$ cat config.mk
export PLATFORM = sky130hd
export DESIGN_NAME = su_serial_port
export DESIGN_NICKNAME = d
export VERILOG_FILES = /design/src/shared/su_pkg.sv /design/src/verilog/su_serial_port.sv
export SDC_FILE = /design/constraint.sdc
export NUM_CORES = 1
export LEC_CHECK = 0
export BUFFER_PORTS_ARGS = -buffer_cell sky130_fd_sc_hd__buf_2
export CORE_MARGIN = 2
export CORE_UTILIZATION = 25
export CTS_CLUSTER_SIZE = 16
export DETAILED_ROUTE_END_ITERATION = 6
export PLACE_DENSITY = 0.41
export SETUP_SLACK_MARGIN = 0.02
export SLEW_MARGIN = 20
export SYNTH_ARGS = -nofsm -noshare
export SYNTH_HDL_FRONTEND = slang
export SYNTH_SLANG_ARGS = --single-unit
export TNS_END_PERCENT = 1
$ cat constraint.sdc
create_clock -name hclk -period 6.8 [get_ports hclk]
set_clock_uncertainty 0.1 [all_clocks]
set_input_delay 1.02 -clock hclk [delete_from_list [all_inputs] [get_ports hclk]]
set_output_delay 1.02 -clock hclk [all_outputs]
set_load 0.01 [all_outputs]
$ cat src/shared/su_pkg.sv
/*
  Constants of the serial port: register map, field positions, reset
  values, divider limits and frame lengths.
  Assumes hclk is the oscillator clock of the port.
*/
package su_pkg;
  // Register byte offsets
  localparam logic [7:0] SU_OFS_CTRL = 8'h00;
  localparam logic [7:0] SU_OFS_TXDATA = 8'h04;
  localparam logic [7:0] SU_OFS_RXDATA = 8'h08;
  localparam logic [7:0] SU_OFS_STATUS = 8'h0c;
  localparam logic [7:0] SU_OFS_INT_CLR = 8'h10;
  localparam logic [7:0] SU_OFS_INT_EN = 8'h14;
  // Control register fields
  localparam int SU_CTRL_MODE_LOW = 0;
  localparam int SU_CTRL_MODE_HIGH = 1;
  localparam int SU_CTRL_BAUD_SRC = 2;
  localparam int SU_CTRL_BAUD_DBL = 3;
  localparam int SU_CTRL_RX_EN = 4;
  localparam int SU_CTRL_TX_BIT8 = 5;
  localparam int SU_CTRL_W = 6;
  localparam logic [5:0] SU_CTRL_RESET = 6'h00;
  // Status / clear / enable fields
  localparam int SU_ST_RX_DONE = 0;
  localparam int SU_ST_TX_DONE = 1;
  localparam int SU_ST_TX_BUSY = 2;
  localparam int SU_ST_RX_BUSY = 3;
  localparam int SU_IRQ_W = 2;
  localparam logic [1:0] SU_IRQ_EN_RESET = 2'h0;
  // Baud tick limits (divisor minus one) for the 16x baud clock
  localparam logic [7:0] SU_LIM_M2_X1 = 8'h03;
  localparam logic [7:0] SU_LIM_M2_X2 = 8'h01;
  localparam logic [7:0] SU_LIM_SYS_X1 = 8'h9b;
  localparam logic [7:0] SU_LIM_SYS_X2 = 8'h4d;
  localparam logic [7:0] SU_LIM_T1_X1 = 8'h01;
  localparam logic [7:0] SU_LIM_T1_X2 = 8'h00;
  // Sub-bit counters
  localparam logic [3:0] SU_SUB_ASYNC_LAST = 4'hf;
  localparam logic [3:0] SU_SUB_SHIFT_LAST = 4'hb;
  localparam logic [3:0] SU_SUB_SHIFT_HALF = 4'h6;
  localparam logic [3:0] SU_SUB_SAMPLE = 4'h7;
  // Frame lengths in bits
  localparam logic [3:0] SU_BITS_SHIFT = 4'h8;
  localparam logic [3:0] SU_BITS_UART8 = 4'ha;
  localparam logic [3:0] SU_BITS_UART9 = 4'hb;
  localparam logic [3:0] SU_RXBITS_UART8 = 4'h9;
  localparam logic [3:0] SU_RXBITS_UART9 = 4'ha;
  // AHB transfer type
  localparam logic [1:0] SU_HTRANS_NONSEQ = 2'h2;
  // Engine states
  typedef enum logic [1:0] {
    SU_TX_IDLE = 2'b01,
    SU_TX_SHIFT = 2'b10
  } su_tx_state_type;
  typedef enum logic [2:0] {
    SU_RX_IDLE = 3'b001,
    SU_RX_START = 3'b010,
    SU_RX_DATA = 3'b100
  } su_rx_state_type;
endpackage

$ cat src/verilog/su_serial_port.sv
/*
  Serial port with half-duplex shift-register mode, three full-duplex UART modes,
  baud generation and an AHB-Lite register slave with interrupt.
  Assumes one master, single word transfers, synchronous pin inputs
  and a one-cycle timer 1 overflow pulse on t1_ovf.
*/
// Behaviour
// - Transmit and receive run at once in modes 1-3; four modes, one synchronous.
// - Mode 0: shift register, data on rxd, txd clocks, 8 bits LSB first.
// - Mode 1: 8-bit UART, variable rate, 10-bit frames.
// - Mode 2: 9-bit UART, 11 bits, osc/64 or osc/32 by baud_double.
// - Mode 3: like mode 2 but variable baud rate.
// - Mode 0 shifts at osc/12 regardless of rate bits.
// - Async modes use 16x baud clock divided by 16 per bit.
// - Variable modes take rate from timer 1 or system divider.
// - Source 0: rate is 2^double times timer 1 overflow rate over 32.
// - Source 1: rate is 2^double times osc over 2496.
module su_serial_port (
  input wire logic hclk,
  input wire logic hresetn,
  input wire logic hsel,
  input wire logic [7:0] haddr,
  input wire logic [1:0] htrans,
  input wire logic hwrite,
  input wire logic [2:0] hsize,
  input wire logic [31:0] hwdata,
  input wire logic hready,
  output logic hreadyout,
  output logic hresp,
  output logic [31:0] hrdata,
  input wire logic t1_ovf,
  input wire logic rxd_in,
  output logic rxd_out,
  output logic rxd_oe,
  output logic txd_out,
  output logic irq
);
  import su_pkg::*;

  logic [SU_CTRL_W-1:0] ctrl_q;
  logic [1:0] int_en_q;
  logic rx_done_flag_q, tx_done_flag_q;
  logic [8:0] rx_buf_q;
  logic [31:0] hrdata_q;
  logic wr_pend_q;
  logic [7:0] wr_addr_q;
  logic [7:0] brg_q;
  su_tx_state_type tx_state_q, tx_state_d;
  logic [10:0] tx_sh_q, tx_sh_d;
  logic [3:0] tx_bits_q, tx_bits_d, tx_sub_q, tx_sub_d;
  su_rx_state_type rx_state_q, rx_state_d;
  logic [9:0] rx_sh_q, rx_sh_d;
  logic [3:0] rx_bits_q, rx_bits_d, rx_sub_q, rx_sub_d;

  // Control fields
  wire mode_select_low = ctrl_q[SU_CTRL_MODE_LOW];
  wire mode_select_high = ctrl_q[SU_CTRL_MODE_HIGH];
  wire baud_source_select = ctrl_q[SU_CTRL_BAUD_SRC];
  wire baud_double = ctrl_q[SU_CTRL_BAUD_DBL];
  wire rx_enable = ctrl_q[SU_CTRL_RX_EN];
  wire mode_shift = !mode_select_high && !mode_select_low;
  wire mode_fixed9 = mode_select_high && !mode_select_low;
  wire nine_bit = mode_select_high;

  // Bus decode
  wire addr_phase = hsel && hready && htrans == SU_HTRANS_NONSEQ;
  wire rd_req = addr_phase && !hwrite;
  wire wr_now = wr_pend_q;
  wire wr_ctrl = wr_now && wr_addr_q == SU_OFS_CTRL;
  wire wr_tx = wr_now && wr_addr_q == SU_OFS_TXDATA;
  wire wr_clr = wr_now && wr_addr_q == SU_OFS_INT_CLR;
  wire wr_en = wr_now && wr_addr_q == SU_OFS_INT_EN;

  // Sub-bit counter limit per mode
  function automatic logic [3:0] sub_last(input logic shift_mode);
    return shift_mode ? SU_SUB_SHIFT_LAST : SU_SUB_ASYNC_LAST;
  endfunction

  // Baud clock generator, 16x the bit rate
  wire use_t1 = !mode_fixed9 && !baud_source_select;
  wire brg_step = use_t1 ? t1_ovf : 1'b1;
  wire [7:0] lim_m2 = baud_double ? SU_LIM_M2_X2 : SU_LIM_M2_X1;
  wire [7:0] lim_t1 = baud_double ? SU_LIM_T1_X2 : SU_LIM_T1_X1;
  wire [7:0] lim_sys = baud_double ? SU_LIM_SYS_X2 : SU_LIM_SYS_X1;
  wire [7:0] brg_lim = mode_fixed9 ? lim_m2 :
                       (use_t1 ? lim_t1 : lim_sys);
  wire baud_tick = brg_step && brg_q >= brg_lim;
  wire [7:0] brg_d = !brg_step ? brg_q :
                     (baud_tick ? 8'h00 : brg_q + 8'h01);
  // Shift mode steps every oscillator cycle, 12 per bit
  wire eng_tick = mode_shift ? 1'b1 : baud_tick;
  wire [3:0] last_sub = sub_last(mode_shift);

  // Transmit engine
  wire tx_busy = tx_state_q == SU_TX_SHIFT;
  wire tx_start = wr_tx && !tx_busy;
  wire tx_bit_end = eng_tick && tx_sub_q == last_sub;
  wire tx_last = tx_bit_end && tx_bits_q == 4'h1;
  wire tx_bit8 = nine_bit ? ctrl_q[SU_CTRL_TX_BIT8] : 1'b1;
  wire [10:0] tx_frame = mode_shift ? {3'h0, hwdata[7:0]} :
                         {1'b1, tx_bit8, hwdata[7:0], 1'b0};
  wire [3:0] tx_len = mode_shift ? SU_BITS_SHIFT :
                      (nine_bit ? SU_BITS_UART9 : SU_BITS_UART8);

  always_comb begin
    tx_state_d = tx_state_q;
    tx_sh_d = tx_sh_q;
    tx_bits_d = tx_bits_q;
    tx_sub_d = tx_sub_q;
    unique case (tx_state_q)
      SU_TX_IDLE: begin
        if (tx_start) begin
          tx_state_d = SU_TX_SHIFT;
          tx_sh_d = tx_frame;
          tx_bits_d = tx_len;
          tx_sub_d = 4'h0;
        end
      end
      SU_TX_SHIFT: begin
        if (eng_tick) begin
          tx_sub_d = tx_bit_end ? 4'h0 : tx_sub_q + 4'h1;
        end
        if (tx_bit_end) begin
          tx_sh_d = {1'b1, tx_sh_q[10:1]};
          tx_bits_d = tx_bits_q - 4'h1;
        end
        if (tx_last) begin
          tx_state_d = SU_TX_IDLE;
        end
      end
    endcase
  end

  // Receive engine
  wire rx_busy = rx_state_q != SU_RX_IDLE;
  wire rx_go_shift = mode_shift && rx_enable && !rx_done_flag_q &&
                     !tx_busy && !tx_start;
  wire rx_go_async = !mode_shift && rx_enable && baud_tick && !rxd_in;
  wire rx_sample = eng_tick && rx_sub_q == (mode_shift ?
                   SU_SUB_SHIFT_HALF : SU_SUB_SAMPLE);
  wire rx_bit_end = eng_tick && rx_sub_q == last_sub;
  wire [3:0] rx_len = mode_shift ? SU_BITS_SHIFT :
                      (nine_bit ? SU_RXBITS_UART9 : SU_RXBITS_UART8);
  wire rx_store = rx_state_q == SU_RX_DATA && rx_sample &&
                  rx_bits_q == 4'h1;
  wire [9:0] rx_sh_in = {rxd_in, rx_sh_q[9:1]};
  wire [8:0] rx_word = mode_shift ? {1'b0, rx_sh_in[9:2]} :
                       (nine_bit ? rx_sh_in[8:0] :
                        {rx_sh_in[9], rx_sh_in[8:1]});

  always_comb begin
    rx_state_d = rx_state_q;
    rx_sh_d = rx_sh_q;
    rx_bits_d = rx_bits_q;
    rx_sub_d = rx_sub_q;
    if (rx_busy && eng_tick) begin
      rx_sub_d = rx_bit_end ? 4'h0 : rx_sub_q + 4'h1;
    end
    unique case (rx_state_q)
      SU_RX_IDLE: begin
        rx_sub_d = 4'h0;
        rx_bits_d = rx_len;
        if (rx_go_shift) begin
          rx_state_d = SU_RX_DATA;
        end else if (rx_go_async) begin
          rx_state_d = SU_RX_START;
        end
      end
      SU_RX_START: begin
        if (rx_sample) begin
          rx_state_d = rxd_in ? SU_RX_IDLE : SU_RX_DATA;
        end
      end
      SU_RX_DATA: begin
        if (rx_sample) begin
          rx_sh_d = rx_sh_in;
          rx_bits_d = rx_bits_q - 4'h1;
        end
        if (rx_store) begin
          rx_state_d = SU_RX_IDLE;
        end
      end
    endcase
  end

  // Pins: mode 0 drives rxd with data only while transmitting, and txd with the shift clock
  wire shift_clk_lo = tx_busy ? tx_sub_q < SU_SUB_SHIFT_HALF :
                      rx_busy && rx_sub_q < SU_SUB_SHIFT_HALF;
  wire txd_d = mode_shift ? !shift_clk_lo :
               (tx_busy ? tx_sh_q[0] : 1'b1);
  wire rxd_oe_d = mode_shift && tx_busy;
  wire rxd_out_d = rxd_oe_d ? tx_sh_q[0] : 1'b1;

  // Flags: hardware set wins over software clear
  wire [1:0] clr_bits = wr_clr ? hwdata[SU_IRQ_W-1:0] : 2'h0;
  wire rx_done_d = (rx_done_flag_q && !clr_bits[SU_ST_RX_DONE]) ||
                   rx_store;
  wire tx_done_d = (tx_done_flag_q && !clr_bits[SU_ST_TX_DONE]) ||
                   tx_last;
  wire [1:0] status_flags = {tx_done_flag_q, rx_done_flag_q};
  wire irq_d = |(status_flags & int_en_q);

  // Read mux, captured in the address phase
  wire [31:0] rd_mux =
    haddr == SU_OFS_CTRL ? {26'h0, ctrl_q} :
    haddr == SU_OFS_RXDATA ? {23'h0, rx_buf_q} :
    haddr == SU_OFS_STATUS ? {28'h0, rx_busy, tx_busy, status_flags} :
    haddr == SU_OFS_INT_EN ? {30'h0, int_en_q} : 32'h0;

  always_ff @(posedge hclk or negedge hresetn) begin
    if (!hresetn) begin
      wr_pend_q <= 1'b0;
      wr_addr_q <= 8'h00;
      hrdata_q <= 32'h0;
    end else begin
      wr_pend_q <= addr_phase && hwrite;
      wr_addr_q <= haddr;
      hrdata_q <= rd_req ? rd_mux : 32'h0;
    end
  end

  always_ff @(posedge hclk or negedge hresetn) begin
    if (!hresetn) begin
      ctrl_q <= SU_CTRL_RESET;
      int_en_q <= SU_IRQ_EN_RESET;
      rx_done_flag_q <= 1'b0;
      tx_done_flag_q <= 1'b0;
      rx_buf_q <= 9'h0;
      irq <= 1'b0;
    end else begin
      if (wr_ctrl) ctrl_q <= hwdata[SU_CTRL_W-1:0];
      if (wr_en) int_en_q <= hwdata[SU_IRQ_W-1:0];
      if (rx_store) rx_buf_q <= rx_word;
      rx_done_flag_q <= rx_done_d;
      tx_done_flag_q <= tx_done_d;
      irq <= irq_d;
    end
  end

  always_ff @(posedge hclk or negedge hresetn) begin
    if (!hresetn) begin
      brg_q <= 8'h00;
      tx_state_q <= SU_TX_IDLE;
      tx_sh_q <= 11'h7ff;
      tx_bits_q <= 4'h0;
      tx_sub_q <= 4'h0;
      rx_state_q <= SU_RX_IDLE;
      rx_sh_q <= 10'h0;
      rx_bits_q <= 4'h0;
      rx_sub_q <= 4'h0;
    end else begin
      brg_q <= brg_d;
      tx_state_q <= tx_state_d;
      tx_sh_q <= tx_sh_d;
      tx_bits_q <= tx_bits_d;
      tx_sub_q <= tx_sub_d;
      rx_state_q <= rx_state_d;
      rx_sh_q <= rx_sh_d;
      rx_bits_q <= rx_bits_d;
      rx_sub_q <= rx_sub_d;
    end
  end

  always_ff @(posedge hclk or negedge hresetn) begin
    if (!hresetn) begin
      txd_out <= 1'b1;
      rxd_out <= 1'b1;
      rxd_oe <= 1'b0;
    end else begin
      txd_out <= txd_d;
      rxd_out <= rxd_out_d;
      rxd_oe <= rxd_oe_d;
    end
  end

  assign hreadyout = 1'b1;
  assign hresp = 1'b0;
  assign hrdata = hrdata_q;
endmodule // su_serial_port

==> results.toml <==
[outcome]
status = "finished, final reports clean"

[hold_path]
hold_path_class = "reg2reg"

[placement]
dp_hpwl_mm = 8.31
gp_congestion = 0.800
pre_cts_ws_ps = 2780
io_buffer_count = 37
place_inst = 782

[clock_tree]
clk_latency_ps = 350
cts-buffers-inserted = 9
cts_num_sinks = 90
cts_hold_buffers = 0
post_cts_resized = 0
cts_setup_buffers = 0
ctsLongestPathBuffers = 2
htreeDepth = 3
clk_pin_slew_ps = 70
cts_tree = "done"
root_buffer = "clkbuf_16"

[die]
fp.dieW_um = 144
coreArea_mm2 = 0.0193
fp.dieH_um = 144
dieArea_mm2 = 0.0206
initial_core_util_pct = 25.3
pin_count = 90
core.rowCount = 51

[final_layout]
final_util_pct = 28.7
antenna_cells = 0
nNetsFinal = 594
area_growth_pct = 13.7
drive_above_1_share_pct = 18.8
finalNonFillerCells = 798

[routing]
drtPass1Iterations = 5
ant_nets = 0
drtIter0Drc = 182
vias = 3705
avgRoutedWirePerCell_um = 14.7
vias_per_cell = 4.64
wl_mm = 11.7
drc = 0

[pwr]
peakVddDrop_v = 0.0000980
total_power_mw = 1.73
power.switching_mw = 0.544
p_leak_nw = 2.41
seqPwrFrac_pct = 45.3
power.internal_mw = 1.19
clockPowerShare_pct = 30.1
p_per_area_mw_per_mm2 = 313
swShare_pct = 31.4
p_comb_share_pct = 24.6

[synth]
yosysSeqAreaShare_pct = 46.7
syn_area_mm2 = 0.00487
yosys_warnings = 0
synthFlopType = "dfrtp_1"
synth_edf_count = 0
syn_inst = 500
synthesis.area_per_instance_um2 = 9.73
synth-seq-cells = 90
synth_cell_type_count = 64
synthArstFlopShare_pct = 100

[timing]
hold_viol_final = 0
worst_pin_slew_ps = 1030
relSlewSlack_pct = 30.6
fmax_mhz = 252
setup_viol = 0
grt_setup_unrepaired = "false"
fin_ws_ps = 2820
finalMaxSlewViolations = 0
fin_crit_sh_pct = 58.5
fin_crit_ps = 3980
tns_ps = 0

[setup_path]
slowest_stage = "o21ai_1"
crit_type = "reg2reg"
rrSetupSlack_ps = 2820
arrival_ps = 4120
path_cells = "and2b_1, o21ai_0, ha_1, nor2b_1, o31ai_1, a211oi_2, o21ai_1, a21oi_2, a2bb2oi_1"
crit_fanout = 16
max_stage_delay_ps = 860
critPathCaptureType = "register"
critPathLaunchType = "register"
crit_required_ps = 6940

[global_routing]
grt_pass1_vias = 3518
antenna_found_initial = 0
grt_pass1_wl_mm = 18.8
globalRouteOverflowTotal = 0
grt_max_degree = 75
gr-usage-all-layers_pct = 11.9

[flow_run]
maxCapViolations = 0
cells in the mapped netlist, types with 5 or more instances:
| master | number | area, um2 |
|---|---|---|
| dfrtp_1 | 75 | 1880 |
| nand2_1 | 55 | 206 |
| o21ai_0 | 32 | 160 |
| nor2_1 | 28 | 105 |
| a21oi_1 | 25 | 125 |
| buf_4 | 25 | 188 |
| nand3_1 | 24 | 120 |
| inv_1 | 19 | 71.3 |
| clkbuf_1 | 17 | 63.8 |
| dfstp_2 | 15 | 394 |
| ha_1 | 14 | 175 |
| nor3_1 | 13 | 65.1 |
| mux2_2 | 12 | 135 |
| and3_1 | 9 | 56.3 |
| mux2i_1 | 9 | 90.1 |
| o31ai_1 | 9 | 67.6 |
| a22o_1 | 8 | 70.1 |
| a2bb2oi_1 | 8 | 70.1 |
| a31oi_1 | 7 | 43.8 |
| a211oi_1 | 5 | 37.5 |
| nor2b_1 | 5 | 31.3 |
| or3_1 | 5 | 31.3 |
flip-flops by register name, summed over array words and instances (netlist names), 2 cells and up:
signal	cells
rx_bits_q	4
tx_sh_q	11
rx_buf_q	9
rx_state_q	3
tx_sub_q	4
int_en_q	2
rx_sh_q	9
hrdata	9
tx_bits_q	4
rx_sub_q	4
brg_q	8
ctrl_q	6
wr_addr_q	8
tx_state_q	2
metrics by stage:
step / hold WS [ps] / instance area (um2)
finish: 379 / 5530
global route: 396 / 5530
CTS: 388 / 5530
detailed placement: 372 / 5220
global placement: 363 / 5210
floorplan: 342 / 4950
final timing paths:
check | start | end | cells after the start
worst max-delay path | ctrl_q[0] | tx_sh_q[4] | 9
worst min-delay path | rx_buf_q[4] | rx_buf_q[4] | 2
worst max register to register | ctrl_q[0] | tx_sh_q[4] | 9
worst min register to register | rx_buf_q[4] | rx_buf_q[4] | 2
max in group asynchronous | hresetn | hrdata[1] | 2
min in group asynchronous | hresetn | ctrl_q[3] | 1
area by class of cell:
cell class                      count  area (um2)
Fill cell                        2030       13700
Inverter                           19        71.3
Clock buffer                       11         253
Sequential cell                    90        2270
Tap cell                          265         332
Multi-Input combinational cell    368        2330
Clock inverter                      5        61.3
Timing Repair Buffer               40         210
cells in the final DEF, fill, tap and decap left out, types with 7 or more instances in the layout:
| master | instances |
|---|---|
| nand3_1 | 24 |
| a22o_1 | 8 |
| ha_1 | 14 |
| and3_1 | 9 |
| nor2_1 | 28 |
| nor3_1 | 13 |
| o31ai_1 | 9 |
| clkbuf_16 | 9 |
| buf_2 | 36 |
| dfrtp_1 | 75 |
| inv_1 | 19 |
| a31oi_1 | 7 |
| dfstp_2 | 15 |
| o21ai_0 | 32 |
| nand2_1 | 55 |
| conb_1 | 25 |
| a2bb2oi_1 | 8 |
| a21oi_1 | 25 |
| mux2i_1 | 9 |
| mux2_2 | 12 |
worst max-delay path, delay by kind of cell, from the launching register on:
family | cells | cell delay [ps]
AOI/OAI and AO/OA | 6 | 2190
DFF | 1 | 850
and+or+nand+nor | 2 | 430
adders and majority gates | 1 | 280
power groups by stage:
stage          clock, mW  combinational, mW  sequential, mW
3_3_place_gp           0              0.416           0.791
6_report           0.521              0.426           0.786
4_1_cts            0.540              0.432           0.785
3_5_place_dp           0              0.430           0.793
2_1_floorplan          0              0.340           0.768
5_1_grt            0.562              0.489           0.805
logic make-up (layout without fill, tap and decap cells):
kind of cell    count (synthesis)  in the layout  synth area share, %
simple gates                  168            168                 17.5
xor+xnor                        3              3                0.540
mux                            24             24                 5.32
buf+inv                        65             75                 7.30
compound gates                134            134                 19.0
other cells                     2             25                0.154
flops                          90             90                 46.7
fa+ha+maj                      14             14                 3.60
per-layer routing:
metal	routed length [um]	up-vias	track usage, %
met5	0	-	0
met4	330	0	6.04
met3	373	19	2.13
met2	5490	71	19.1
met1	5510	1805	15.3
li1	-	1810	-
Power figures use the tool's default switching activity.
